## src/ucode_map.svh

```systemverilog
// Widths, register offsets, reset values and decode constants of the decoder.
`ifndef UCODE_MAP_SVH
`define UCODE_MAP_SVH

`define UADDR_W 10
`define STACK_DEPTH 4
`define REG_DATA_W 16
`define REG_ADDR_W 2

`define REG_TRAP_ADDR 2'h0
`define REG_STATUS 2'h1
`define REG_FLAGS 2'h2

`define TRAP_ADDR_RST 10'h3F0
`define UADDR_RST 10'h000
`define FLAGS_RST 8'h00

`define MASK_ZEROS 2'h0
`define MASK_ONES 2'h1

`define WSEL_LEFT 2'h0
`define WSEL_RIGHT 2'h1
`define WSEL_FULL 2'h2
`define WSEL_SHIFT 2'h3

`define SRC_FLOAT_A 3'h2
`define SRC_FLOAT_B 3'h5
`define SRC_FLOAT_C 3'h7

`define DEST_UNIT 2'h1
`define DEST_QUEUE 2'h2
`define DEST_CYL 2'h3

`define BUSC_END 2'h1
`define BUSC_READ 2'h2
`define BUSC_WRITE 2'h3

`define GRP_PULSE 2'h0
`define GRP_CTL 2'h1
`define GRP_DRIVE 2'h2
`define GRP_FLAGS 2'h3

`define G0_CLK_STOP 4'h1
`define G0_MASTER_CLR 4'h2
`define G0_MSB_LOAD 4'h3
`define G0_STOP_IF 4'h4
`define G0_MSB_INC 4'h5
`define G0_CLR_SECT 4'h6
`define G0_START_IF 4'h8
`define G0_TIMER_RST 4'hA
`define G0_RST_DREADY 4'hC
`define G0_CLR_DISK 4'hE
`define G0_VALID 16'h557E
`define G0_STROBED 16'h1174

`endif

```

## src/ucode_pkg.sv

```systemverilog
// Types shared by the microinstruction decoder, its checks, its microprogram store and its bench.
package ucode_pkg;

   typedef enum logic [2:0] {
      BR_INC = 3'h0,
      BR_JMP = 3'h1,
      BR_JMP_T = 3'h2,
      BR_JMP_F = 3'h3,
      BR_CALL = 3'h4,
      BR_RET_T = 3'h5,
      BR_RET_F = 3'h6,
      BR_RET = 3'h7
   } branch_e;

   // Bit 0 of the microinstruction is the most significant member here.
   typedef struct packed {
      logic clk_stop;
      logic [6:0] func;
      logic [1:0] word_sel;
      logic [1:0] mask_sel;
      logic carry;
      logic [2:0] src;
      logic slave_en;
      branch_e branch;
      logic [1:0] dest;
      logic [9:0] next_address_field;
      logic [1:0] bus_ctl;
      logic [1:0] group;
      logic [3:0] special;
   } ucode_s;

   typedef struct packed {
      logic diag_fault;
      logic fault;
      logic busy;
      logic bus_interrupt;
      logic direct_mode;
      logic iface_write;
      logic diag_clock_flag;
      logic diag_mode_flag;
   } ctl_flags_s;

   typedef struct packed {
      logic drive_address_strobe;
      logic head_select_line;
      logic spare_output_two;
      logic read;
      logic write_gate;
      logic erase;
      logic restore;
      logic spare_output_one;
   } drive_lines_s;

   typedef struct packed {
      logic spare_flag;
      logic queue_stop_flag;
      logic crc_preset;
      logic crc_out_en;
   } crc_flags_s;

   typedef struct packed {
      logic cyl_addr_load;
      logic queue_input_load;
      logic unit_select_load;
   } dest_load_s;

   typedef struct packed {
      logic master_write_cmd;
      logic master_read_cmd;
      logic slave_cycle_end_cmd;
   } bus_cmd_s;

endpackage : ucode_pkg

```

## src/ret_stack.sv

```systemverilog
// Push/pop return stack for microprogram return addresses.
`timescale 1ns/10ps
module ret_stack #(
   parameter int DEPTH = 4,
   parameter int WIDTH = 10,
   parameter int CNT_W = 3
) (
   input wire logic ref_clk,
   input wire logic rst_b,
   input wire logic push,
   input wire logic pop,
   input wire logic [WIDTH-1:0] push_data,
   output logic [WIDTH-1:0] top,
   output logic [CNT_W-1:0] depth
);
   logic [WIDTH-1:0] mem_reg [DEPTH];
   logic [CNT_W-1:0] depth_reg;
   logic [CNT_W-1:0] depth_next;

   // Overflow drops the oldest entry; an empty pop returns the stale top.
   assign depth_next = (push && !pop && depth_reg != CNT_W'(DEPTH)) ? depth_reg + 1'b1 :
                       (pop && !push && depth_reg != '0) ? depth_reg - 1'b1 : depth_reg;
   assign top = mem_reg[0];
   assign depth = depth_reg;

   always_ff @(posedge ref_clk or negedge rst_b) begin
      if (!rst_b) begin
         depth_reg <= '0;
         for (int i = 0; i < DEPTH; i++) begin
            mem_reg[i] <= '0;
         end
      end else begin
         depth_reg <= depth_next;
         if (push) begin
            mem_reg[0] <= push_data;
         end
         for (int i = 1; i < DEPTH; i++) begin
            if (push && !pop) begin
               mem_reg[i] <= mem_reg[i-1];
            end else if (pop && !push) begin
               mem_reg[i-1] <= mem_reg[i];
            end
         end
      end
   end
endmodule : ret_stack

```

## src/disk_ctrl_microinstruction_decoder.sv

```systemverilog
// Microinstruction decoder and next-address sequencer of the disk controller.
//
// The address map and strobed register access were left to the implementer.
`timescale 1ns/10ps
`include "ucode_map.svh"

// Function
// - Code 100 pushes address+1, jumps to field.
// - Codes 101/110 return on test, else jump.
// - Code 111 returns to stacked address always.
// - Four-deep push/pop stack, adder and multiplexer.
// - Slave trap stacks branch address, uses trap address.
// - Bit 16 enables slave flip-flops.
// - Slave enable follows microprogram idle/operation state.
// - Destination 01 unit select, 10 queue input.
// - Bus code 01 ends the slave cycle.
// - Bus codes 10/11 master read and write.
// - Bits 34-35 pick one special group.
// - Group 00 issues pulse commands.
// - Group 01 sets or resets control flags.
// - Group 10 sets or resets drive lines.
// - Group 11 gives independent CRC and queue flags.
// - Strobed commands act on the following clock.
// - Word select picks left, right, full, shift.
// - Mask select: zeros, ones or immediate operand.
// - Bit 12 is carry-in or shift fill.
// - Bits 13-15 enable one source or float.
// - Immediate bits are inverted onto the mask.
// - Full word sign-extends immediate into left byte.
// - Codes 000 to 011 increment or branch.
// - Destination 11 loads the cylinder register.
// - Bit 0 stops the array clock only.
module disk_ctrl_microinstruction_decoder #(
   parameter int ADDR_W = `UADDR_W,
   parameter int STACK_DEPTH = `STACK_DEPTH
) (
   input wire logic ref_clk,
   input wire logic rst_b,
   input wire ucode_pkg::ucode_s ucode,
   input wire logic branch_test_bit,
   input wire logic slave_request,
   input wire logic [`REG_ADDR_W-1:0] reg_addr,
   input wire logic [`REG_DATA_W-1:0] reg_wdata,
   input wire logic reg_wr,
   input wire logic reg_rd,
   output logic [`REG_DATA_W-1:0] reg_rdata,
   output logic [ADDR_W-1:0] micro_addr,
   output logic slave_trap,
   output logic slave_enable,
   output logic array_clk_en,
   output logic [1:0] word_sel,
   output logic [15:0] mask_bus,
   output logic carry_in,
   output logic shift_fill,
   output logic [7:0] src_enable,
   output ucode_pkg::dest_load_s dest_load,
   output ucode_pkg::bus_cmd_s bus_cmd,
   output logic [15:0] group0_pulse,
   output ucode_pkg::ctl_flags_s ctl_flags,
   output ucode_pkg::drive_lines_s drive_lines,
   output ucode_pkg::crc_flags_s crc_flags
);
   localparam int CNT_W = $clog2(STACK_DEPTH + 1);

   // Sequencer state.
   logic [ADDR_W-1:0] micro_addr_reg;
   logic [ADDR_W-1:0] micro_addr_next;
   logic [ADDR_W-1:0] addr_inc;
   logic [ADDR_W-1:0] branch_target;
   logic [ADDR_W-1:0] seq_addr;
   logic [ADDR_W-1:0] stack_top;
   logic [ADDR_W-1:0] push_data;
   logic [CNT_W-1:0] stack_depth;
   logic [ADDR_W-1:0] trap_addr_reg;
   logic trap_hit;
   logic ret_taken;
   logic stack_push;
   logic stack_pop;

   // Array control.
   logic [7:0] imm_operand;
   logic [7:0] mask_byte;
   logic [15:0] mask_next;
   logic imm_selected;
   logic src_floats;
   logic [7:0] src_next;

   // Subfield and special decode.
   logic subfields_free;
   logic [3:0] grp_hit;
   logic [15:0] g0_decode;
   logic [15:0] g0_strobe_reg;
   logic [7:0] sf_select;
   logic [7:0] ctl_next;
   logic [7:0] drive_next;
   ucode_pkg::dest_load_s dest_decode;
   ucode_pkg::dest_load_s dest_strobe_reg;
   ucode_pkg::bus_cmd_s bus_next;
   ucode_pkg::crc_flags_s crc_next;

   // Register port.
   logic trap_wr;
   logic [`REG_DATA_W-1:0] rdata_next;

   // Registered outputs.
   logic slave_trap_reg;
   logic slave_enable_reg;
   logic array_clk_en_reg;
   logic [1:0] word_sel_reg;
   logic [15:0] mask_bus_reg;
   logic carry_in_reg;
   logic shift_fill_reg;
   logic [7:0] src_enable_reg;
   ucode_pkg::dest_load_s dest_load_reg;
   ucode_pkg::bus_cmd_s bus_cmd_reg;
   logic [15:0] group0_pulse_reg;
   logic [7:0] ctl_flags_reg;
   logic [7:0] drive_lines_reg;
   ucode_pkg::crc_flags_s crc_flags_reg;
   logic [`REG_DATA_W-1:0] reg_rdata_reg;

   ret_stack #(
      .DEPTH(STACK_DEPTH),
      .WIDTH(ADDR_W),
      .CNT_W(CNT_W)
   ) u_ret_stack (
      .ref_clk(ref_clk),
      .rst_b(rst_b),
      .push(stack_push),
      .pop(stack_pop),
      .push_data(push_data),
      .top(stack_top),
      .depth(stack_depth)
   );

   // Next-address selection.
   assign addr_inc = ADDR_W'(micro_addr_reg + 1'b1);
   assign branch_target = ucode.next_address_field;
   assign ret_taken = (ucode.branch == ucode_pkg::BR_RET) ||
                      (ucode.branch == ucode_pkg::BR_RET_T && branch_test_bit) ||
                      (ucode.branch == ucode_pkg::BR_RET_F && !branch_test_bit);

   always_comb begin
      case (ucode.branch)
         ucode_pkg::BR_INC: seq_addr = addr_inc;
         ucode_pkg::BR_JMP: seq_addr = branch_target;
         ucode_pkg::BR_JMP_T: seq_addr = branch_test_bit ? branch_target : addr_inc;
         ucode_pkg::BR_JMP_F: seq_addr = branch_test_bit ? addr_inc : branch_target;
         ucode_pkg::BR_CALL: seq_addr = branch_target;
         ucode_pkg::BR_RET_T: seq_addr = ret_taken ? stack_top : branch_target;
         ucode_pkg::BR_RET_F: seq_addr = ret_taken ? stack_top : branch_target;
         ucode_pkg::BR_RET: seq_addr = stack_top;
         default: seq_addr = addr_inc;
      endcase
   end

   // A trap replaces the jump but keeps the return path, so the slave routine
   // can resume the interrupted flow with a plain return.
   assign trap_hit = slave_request && ucode.slave_en;
   assign stack_pop = ret_taken;
   assign stack_push = trap_hit || (ucode.branch == ucode_pkg::BR_CALL);
   assign push_data = trap_hit ? seq_addr : addr_inc;
   assign micro_addr_next = trap_hit ? trap_addr_reg : seq_addr;

   // Mask bus, word select and carry.
   assign imm_selected = ucode.mask_sel[1];
   assign imm_operand = {ucode.bus_ctl, ucode.group, ucode.special};
   assign mask_byte = (ucode.mask_sel == `MASK_ZEROS) ? 8'h00 :
                      (ucode.mask_sel == `MASK_ONES) ? 8'hFF :
                      ~imm_operand;
   assign mask_next = (ucode.word_sel == `WSEL_LEFT) ? {mask_byte, 8'h00} :
                      (ucode.word_sel == `WSEL_RIGHT) ? {8'h00, mask_byte} :
                      {{8{mask_byte[7]}}, mask_byte};

   // Three source codes leave the processor bus undriven.
   assign src_floats = (ucode.src == `SRC_FLOAT_A) || (ucode.src == `SRC_FLOAT_B) ||
                       (ucode.src == `SRC_FLOAT_C);
   assign src_next = src_floats ? 8'h00 : 8'(8'h01 << ucode.src);

   // Bits 32-39 act as command subfields only while no immediate is taken.
   assign subfields_free = !imm_selected;
   assign grp_hit = subfields_free ? 4'(4'h1 << ucode.group) : 4'h0;

   assign bus_next.slave_cycle_end_cmd = subfields_free && (ucode.bus_ctl == `BUSC_END);
   assign bus_next.master_read_cmd = subfields_free && (ucode.bus_ctl == `BUSC_READ);
   assign bus_next.master_write_cmd = subfields_free && (ucode.bus_ctl == `BUSC_WRITE);

   assign dest_decode.unit_select_load = (ucode.dest == `DEST_UNIT);
   assign dest_decode.queue_input_load = (ucode.dest == `DEST_QUEUE);
   assign dest_decode.cyl_addr_load = (ucode.dest == `DEST_CYL);

   // Group 0 pulses; codes outside the valid set are no-operations.
   assign g0_decode = grp_hit[`GRP_PULSE] ?
                      (16'(16'h0001 << ucode.special) & `G0_VALID) : 16'h0000;

   // Groups 1 and 2: code bits 36-38 pick the flip-flop, bit 39 is its new value.
   assign sf_select = 8'(8'h01 << ucode.special[3:1]);
   assign ctl_next = grp_hit[`GRP_CTL] ?
                     ((ctl_flags_reg & ~sf_select) | (ucode.special[0] ? sf_select : 8'h00)) :
                     ctl_flags_reg;
   assign drive_next = grp_hit[`GRP_DRIVE] ?
                       ((drive_lines_reg & ~sf_select) | (ucode.special[0] ? sf_select : 8'h00)) :
                       drive_lines_reg;

   assign crc_next.crc_out_en = grp_hit[`GRP_FLAGS] && ucode.special[3];
   assign crc_next.crc_preset = grp_hit[`GRP_FLAGS] && ucode.special[2];
   assign crc_next.queue_stop_flag = grp_hit[`GRP_FLAGS] && ucode.special[1];
   assign crc_next.spare_flag = grp_hit[`GRP_FLAGS] && ucode.special[0];

   // Register port decode.
   assign trap_wr = reg_wr && (reg_addr == `REG_TRAP_ADDR);
   assign rdata_next = !reg_rd ? '0 :
                       (reg_addr == `REG_TRAP_ADDR) ? `REG_DATA_W'(trap_addr_reg) :
                       (reg_addr == `REG_STATUS) ?
                       `REG_DATA_W'({slave_enable_reg, stack_depth, micro_addr_reg}) :
                       (reg_addr == `REG_FLAGS) ? {drive_lines_reg, ctl_flags_reg} : '0;

   always_ff @(posedge ref_clk or negedge rst_b) begin
      if (!rst_b) begin
         micro_addr_reg <= `UADDR_RST;
         trap_addr_reg <= `TRAP_ADDR_RST;
         reg_rdata_reg <= '0;
      end else begin
         micro_addr_reg <= micro_addr_next;
         if (trap_wr) begin
            trap_addr_reg <= reg_wdata[ADDR_W-1:0];
         end
         reg_rdata_reg <= rdata_next;
      end
   end

   // Array and bus controls follow the word at the edge that ends its cycle.
   always_ff @(posedge ref_clk or negedge rst_b) begin
      if (!rst_b) begin
         slave_trap_reg <= 1'b0;
         slave_enable_reg <= 1'b0;
         array_clk_en_reg <= 1'b0;
         word_sel_reg <= `WSEL_LEFT;
         mask_bus_reg <= 16'h0000;
         carry_in_reg <= 1'b0;
         shift_fill_reg <= 1'b0;
         src_enable_reg <= 8'h00;
         bus_cmd_reg <= '0;
      end else begin
         slave_trap_reg <= trap_hit;
         slave_enable_reg <= ucode.slave_en;
         array_clk_en_reg <= !ucode.clk_stop;
         word_sel_reg <= ucode.word_sel;
         mask_bus_reg <= mask_next;
         carry_in_reg <= ucode.carry && (ucode.word_sel != `WSEL_SHIFT);
         shift_fill_reg <= ucode.carry && (ucode.word_sel == `WSEL_SHIFT);
         src_enable_reg <= src_next;
         bus_cmd_reg <= bus_next;
      end
   end

   // Strobed commands pass one extra stage so they act a clock later.
   always_ff @(posedge ref_clk or negedge rst_b) begin
      if (!rst_b) begin
         g0_strobe_reg <= 16'h0000;
         dest_strobe_reg <= '0;
         group0_pulse_reg <= 16'h0000;
         dest_load_reg <= '0;
         ctl_flags_reg <= `FLAGS_RST;
         drive_lines_reg <= `FLAGS_RST;
         crc_flags_reg <= '0;
      end else begin
         g0_strobe_reg <= g0_decode & `G0_STROBED;
         dest_strobe_reg <= dest_decode;
         group0_pulse_reg <= (g0_decode & ~`G0_STROBED) | g0_strobe_reg;
         dest_load_reg <= dest_strobe_reg;
         ctl_flags_reg <= ctl_next;
         drive_lines_reg <= drive_next;
         crc_flags_reg <= crc_next;
      end
   end

   assign micro_addr = micro_addr_reg;
   assign slave_trap = slave_trap_reg;
   assign slave_enable = slave_enable_reg;
   assign array_clk_en = array_clk_en_reg;
   assign word_sel = word_sel_reg;
   assign mask_bus = mask_bus_reg;
   assign carry_in = carry_in_reg;
   assign shift_fill = shift_fill_reg;
   assign src_enable = src_enable_reg;
   assign dest_load = dest_load_reg;
   assign bus_cmd = bus_cmd_reg;
   assign group0_pulse = group0_pulse_reg;
   assign ctl_flags = ctl_flags_reg;
   assign drive_lines = drive_lines_reg;
   assign crc_flags = crc_flags_reg;
   assign reg_rdata = reg_rdata_reg;

endmodule : disk_ctrl_microinstruction_decoder

```

## config.mk

```make
export PLATFORM = sky130hd
export DESIGN_NAME = disk_ctrl_microinstruction_decoder
export DESIGN_NICKNAME = d
export VERILOG_FILES = /design/src/ucode_pkg.sv /design/src/ret_stack.sv /design/src/disk_ctrl_microinstruction_decoder.sv
export VERILOG_INCLUDE_DIRS = /design/src
export SDC_FILE = /design/constraint.sdc
export NUM_CORES = 1
export LEC_CHECK = 0
export ABC_CLOCK_PERIOD_IN_PS = 2850
export BUFFER_PORTS_ARGS = -buffer_cell sky130_fd_sc_hd__buf_2
export CAP_MARGIN = 20
export CORE_UTILIZATION = 30
export CTS_CLUSTER_DIAMETER = 60
export DETAILED_ROUTE_END_ITERATION = 12
export SYNTH_ARGS = -nofsm -noshare
export SYNTH_HDL_FRONTEND = slang
export SYNTH_SLANG_ARGS = --single-unit
```

## constraint.sdc

```tcl
create_clock -name ref_clk -period 2.85 [get_ports ref_clk]
set_input_delay 0.285 -clock ref_clk [delete_from_list [all_inputs] [get_ports ref_clk]]
set_output_delay 0.285 -clock ref_clk [all_outputs]
set_load 0.03 [all_outputs]
```

### Yosys cells after proc, flatten, opt, wreduce, memory -nomap -nowiden

Cells that the tools add are included.

| word-level totals | value |
|---|---|
| input bits | 64 |
| logic and storage cells | 134 |
| output and inout bits | 99 |
| bits in registers | 160 |

| operators by class | value |
|---|---|
| $add $sub $neg | 3 |
| muxes and demuxes | 29 |
| bitwise gates (word level) | 7 |
| eq/ne operators | 23 |
| reduce and logical (&&, ||, !) cells | 35 |
| shift-type cells | 4 |

Operators by type and width:

| kind | count |
|---|---|
| two-way mux 10 bit | 14 |
| two-way mux 16 bit | 6 |
| one-hot mux 10 bit (6 select lines) | 1 |
| two-way mux 8 bit | 4 |
| equality test 3 bit, second input constant | 6 |
| logical AND 1 bit | 17 |
| AND 8 bit | 2 |
| inverter 8 bit | 2 |
| OR 8 bit | 2 |
| << shifter 1 x 3 -> 8 bit, first input constant | 2 |
| two-way mux 15 bit | 1 |
| OR 15 x 13 -> 15 bit | 1 |
| << shifter 1 x 4 -> 15 bit, first input constant | 1 |
| equality test 2 bit, second input constant | 6 |
| adder 10 x 1 -> 10 bit, second input constant | 1 |
| equality test 2 x 1 -> 1 bit, second input constant | 5 |
| equality test 3 x 2 -> 1 bit, second input constant | 3 |
| logical NOT 2 bit | 3 |
| two-way mux 3 bit | 2 |
| logical NOT 1 bit | 5 |
| logical OR 1 bit | 5 |
| two-way mux 4 bit | 1 |
| OR reduction 2 bit | 2 |
| << shifter 1 x 2 -> 4 bit, first input constant | 1 |
| 8 further kinds | 8 |

### Depth between registers and ports, before layout

| depth | value |
|---|---|
| word-level depth | 10 |
| depth in mapped cells | 11 |
| depth with buffers taken out | 9 |

### Modules after synthesis

Synthesis repeated with hierarchy kept, for this count alone.

| unflattened totals | value |
|---|---|
| cells, all modules | 652 |
| area, all modules | 7173.1 µm² |

Modules (own cells, without submodules):

| module | area an instance (µm²) | cells each | instances |
|---|---|---|---|
| disk_ctrl_microinstruction_decoder | 4987.3 | 462 | 1 |
| ret_stack | 2185.8 | 190 | 1 |

### Worst setup path after synthesis

No wires, ideal clock.

| path | value |
|---|---|
| kind | input-to-reg |
| start point | input ucode[20] in the netlist's numbering |
| end point | register u_ret_stack.depth_reg[2], in the netlist u_ret_stack.depth[2] |
| library setup time | 77 ps |
| stages on the path | 11 |
| setup slack | 841 ps |
| required time | 2773 ps |
| arrival time | 1931 ps |
| cell sequence | buf_6 and2_4 o21a_1 buf_6 buf_6 nor2_1 nand2_1 fa_1 nor3_1 a221oi_1 a21oi_1 |

| between the ends | value |
|---|---|
| cells in the longest elaborated chain, start to end | 8 |
| elaborated cells between the ends (all ways) | 17 |
| those cells by class | eq/ne: 4; mux: 1; reduce/logical: 12 |

Ends and longest elaborated chain:

| item | RTL line | RTL |
|---|---|---|
| from (decl) | disk_ctrl_microinstruction_decoder.sv:39 | `input wire ucode_pkg::ucode_s ucode,` |
| equality test 3 bit | disk_ctrl_microinstruction_decoder.sv:140 | `(ucode.branch == ucode_pkg::BR_RET_T && branch_test_bit) \|\|` |
| logical AND 1 bit | disk_ctrl_microinstruction_decoder.sv:140 |  |
| logical OR 1 bit | disk_ctrl_microinstruction_decoder.sv:139 | `assign ret_taken = (ucode.branch == ucode_pkg::BR_RET) \|\|` |
| logical OR 1 bit | disk_ctrl_microinstruction_decoder.sv:140 |  |
| logical NOT 1 bit | ret_stack.sv:21 | `assign depth_next = (push && !pop && depth_reg != CNT_W'(DEPTH)) ? depth_reg + 1'b1 :` |
| logical AND 1 bit (2 in series) | ret_stack.sv:21 |  |
| two-way mux 3 bit / nonzero test 2 bit (equally long branches) | -- |  |
| to (signal assigned) | ret_stack.sv:33 | `depth_reg <= depth_next;` |
| to (decl) | ret_stack.sv:17 | `logic [CNT_W-1:0] depth_reg;` |

Parallel ways exist; a longest one is shown, timed or not.
A chain may end at the register's enable or synchronous reset.

### Worst setup path in the final report

| path | value |
|---|---|
| start point | input ucode[23] in the netlist's numbering |
| end point | register u_ret_stack.depth_reg[2], in the netlist u_ret_stack.depth[2] |

| between the ends | value |
|---|---|
| cells in the longest elaborated chain, start to end | 6 |
| elaborated cells between the ends (all ways) | 9 |
| those cells by class | mux: 1; reduce/logical: 8 |

Ends and longest elaborated chain:

| item | RTL line | RTL |
|---|---|---|
| logical AND 1 bit (*) | disk_ctrl_microinstruction_decoder.sv:159 | `assign trap_hit = slave_request && ucode.slave_en;` |
| net trap_hit | disk_ctrl_microinstruction_decoder.sv:75 | `logic trap_hit;` |
| logical OR 1 bit (*) | disk_ctrl_microinstruction_decoder.sv:161 | `assign stack_push = trap_hit \|\| (ucode.branch == ucode_pkg::BR_CALL);` |
| logical NOT 1 bit | ret_stack.sv:22 | `(pop && !push && depth_reg != '0) ? depth_reg - 1'b1 : depth_reg;` |
| logical AND 1 bit (2 in series) | ret_stack.sv:22 |  |
| nonzero test 2 bit (no source line) | -- |  |

Mark *: on every way through the listed nets, which the timed path passes. The rest lies on a longest branch.

==> out/metrics.cfg <==
[placed_design]
hpwlAfterDp_mm=12.17
place_area_um2=7686
gp_congestion=0.8412
io_buffers=143

[drt]
firstDrtPassIters=4
wirelength_mm=16.97
antenna_left=0
vias=4933
drtIter0Drc=327
drc=0
avgRoutedWirePerCell_um=16.49
routed_via_density=4.794

[sta]
final_hold_viol_count=0
skew_ps=10.02
worstMarginPinSlew_ps=708.3
fmax_mhz=472.1
setup_viol=0
rsz0062_at_grt=no
drv_slew=0
tns_ps=0
maxSlewHeadroom_pct=51.43
fin_crit_sh_pct=74.33
period_minus_slack_ps=2118

[power_and_ir_drop]
ir_drop_mv=0.4296
p_leak_nw=3.952
power.density_nw_per_um2=786.5

[final_layout]
ff_latch_area_um2=3886
nets=802
n_fill_cell=2194
layout-drive-gt1-share_pct=31.51
final_area_um2=8303
antenna_cells=0
multi_input_area_um2=2595
syn_to_final_growth_pct=23.37

[floorplanning]
placementRows=54
dieHeight_um=151.8
die_w_um=151.8
core_um2=21890
start_util_pct=30.74
dieArea_um2=23040
ioPinCount=163

[global_routing]
antenna_found_initial=0
grt-ovfl-total=0
track_usage_pct=15.44
grt_max_degree=69
grt_pass1_vias=4766
grt_pass1_wl_mm=26.53

[clock_network]
clkLatencyLatePin_ps=430
clock_sinks=155
cts_tree=yes
cts_buffers=17
path_clk_slew_ps=80
cts-root-buf=clkbuf_16
ctsResizeCount=0
htree_levels=4
clock_path_buffers=2

[yosys]
synth_edf_count=0
yosysTopAreaCell=dfrtp_1
synth.distinct_cells=63
syn_inst=593
netlist_area_um2=6730
synth.area.top_cells=dfrtp_1 (55%), mux2_2 (4.7%), nor2_1 (3.6%)
ys_seq_area_share_pct=57.74
synth_ff_type=dfrtp_1
synth_top_area_share_pct=55.40
syn_area_per_cell_um2=11.35
async_flop_share_pct=100.0
synthTopCellsByCount=dfrtp_1 (149), nor2_1 (65), o21ai_0 (38)
ys_seq_elements=155
ys_warn_count=0
yosysMostFrequentCell=dfrtp_1

[setup_path]
path_class=primary input to flop
cp-end-kind=flop
critPathArrivalTime_ps=2470
crit_fanout=4
required_ps=3200
crit_path_start_kind=primary input

[min_path]
min_path_type=primary input to flop

[status]
status=completed

[run]
maxCapViolations=0

==> power by group <==
part / leakage, nW / switching, mW / total, mW / internal [mW]
Clock: 0.284 / 1.04 / 2.22 / 1.18
Sequential: 1.91 / 0.347 / 2.95 / 2.60
Combinational: 1.76 / 0.791 / 1.36 / 0.572
Total: 3.95 / 2.18 / 6.53 / 4.35
==> area by class of cell <==
| class | instances | area share (%) |
|---|---|---|
| Tap cell | 280 | 4.219 |
| Clock inverter | 15 | 1.944 |
| Inverter | 14 | 0.6329 |
| Timing Repair Buffer | 155 | 10.02 |
| Sequential cell | 155 | 46.81 |
| Clock buffer | 17 | 5.124 |
| Multi-Input combinational cell | 393 | 31.25 |
==> cells in the final DEF (no fill, tap or decap), types with 3 or more instances in the layout <==
cell type	n
inv_8	7
nor3b_1	5
nand3_1	10
and3_1	7
dlygate4sd3_1	3
buf_2	142
nand2_1	35
nor2b_1	9
a21oi_1	25
o211ai_1	4
a222oi_1	3
dfrtp_1	149
nor3_1	8
nor4_1	6
inv_1	13
inv_6	3
clkbuf_16	17
mux2_4	9
nor2_1	65
o22ai_1	23
o21ai_1	3
and2_1	12
o31ai_1	14
conb_1	9
xor2_1	6
o21ai_0	38
mux2_2	28
dfstp_2	6
buf_4	8
a22oi_1	8
a221oi_1	4
nand4_1	3
mux2i_1	22
==> per-stage QoR <==
step / utilization, % / setup slack, ps / std cells / power (mW) / hold WS (ps)
3_3_place_gp: 35.11 / 641.9 / 994 / 4.317 / 332.8
2_1_floorplan: - / 841.2 / 601 / 3.879 / -10.59
3_5_place_dp: 35.11 / 611.9 / 994 / 4.342 / 335.6
6_report: 37.93 / 731.7 / 1029 / 6.531 / 13.72
4_1_cts: 37.93 / 729.8 / 1029 / 6.596 / 6.756
5_1_grt: 37.93 / 635.0 / 1029 / 6.860 / 5.564
==> worst max-delay path, cell delays in order <==
cell,delay (ps)
dlygate4sd3_1,520
buf_2,120
nand2_1,70
inv_1,230
nor2_4,120
nor2_1,160
nand2_1,90
fa_1,420
nor3_1,200
a221oi_1,100
a21oi_1,140
==> path summary, 6_finish.rpt <==
path                                   from                   end  slack [ps]  depth (start not counted)
max                               ucode[23]  u_ret_stack.depth[2]         730                         11
min                               ucode[30]           word_sel[0]          10                          1
max reg2reg                   micro_addr[0]    u_ret_stack.top[2]         760                          6
min reg2reg                g0_strobe_reg[4]       group0_pulse[4]         350                          0
max in group asynchronous             rst_b      trap_addr_reg[9]        1620                          3
min in group asynchronous             rst_b         reg_rdata[15]         430                          2
==> routing by layer <==
layer  track usage, %  up-vias  wire [um]
met5                0        -          0
met4            6.139        0        362
met3            5.090       22       1054
met2            23.98      122       8165
met1            19.77     2396       7388
li1                 -     2393          -
==> repair_timing <==
action | 4_1_cts | 5_1_grt
hold buffers | 3 | 0
endpoints found under the hold margin | 67 | 0
setup buffers | 0 | 0
==> kinds of logic after synthesis <==
| group | share of synthesized area (%) |
|---|---|
| AOI/OAI and AO/OA | 12.73 |
| other | 0.05572 |
| adders and majority gates | 0.6321 |
| DFF | 57.74 |
| xor gates and xnor gates | 1.450 |
| buffers and inverters | 4.145 |
| muxes | 9.965 |
| and+or+nand+nor | 13.27 |
Power figures use the tool's default switching activity.
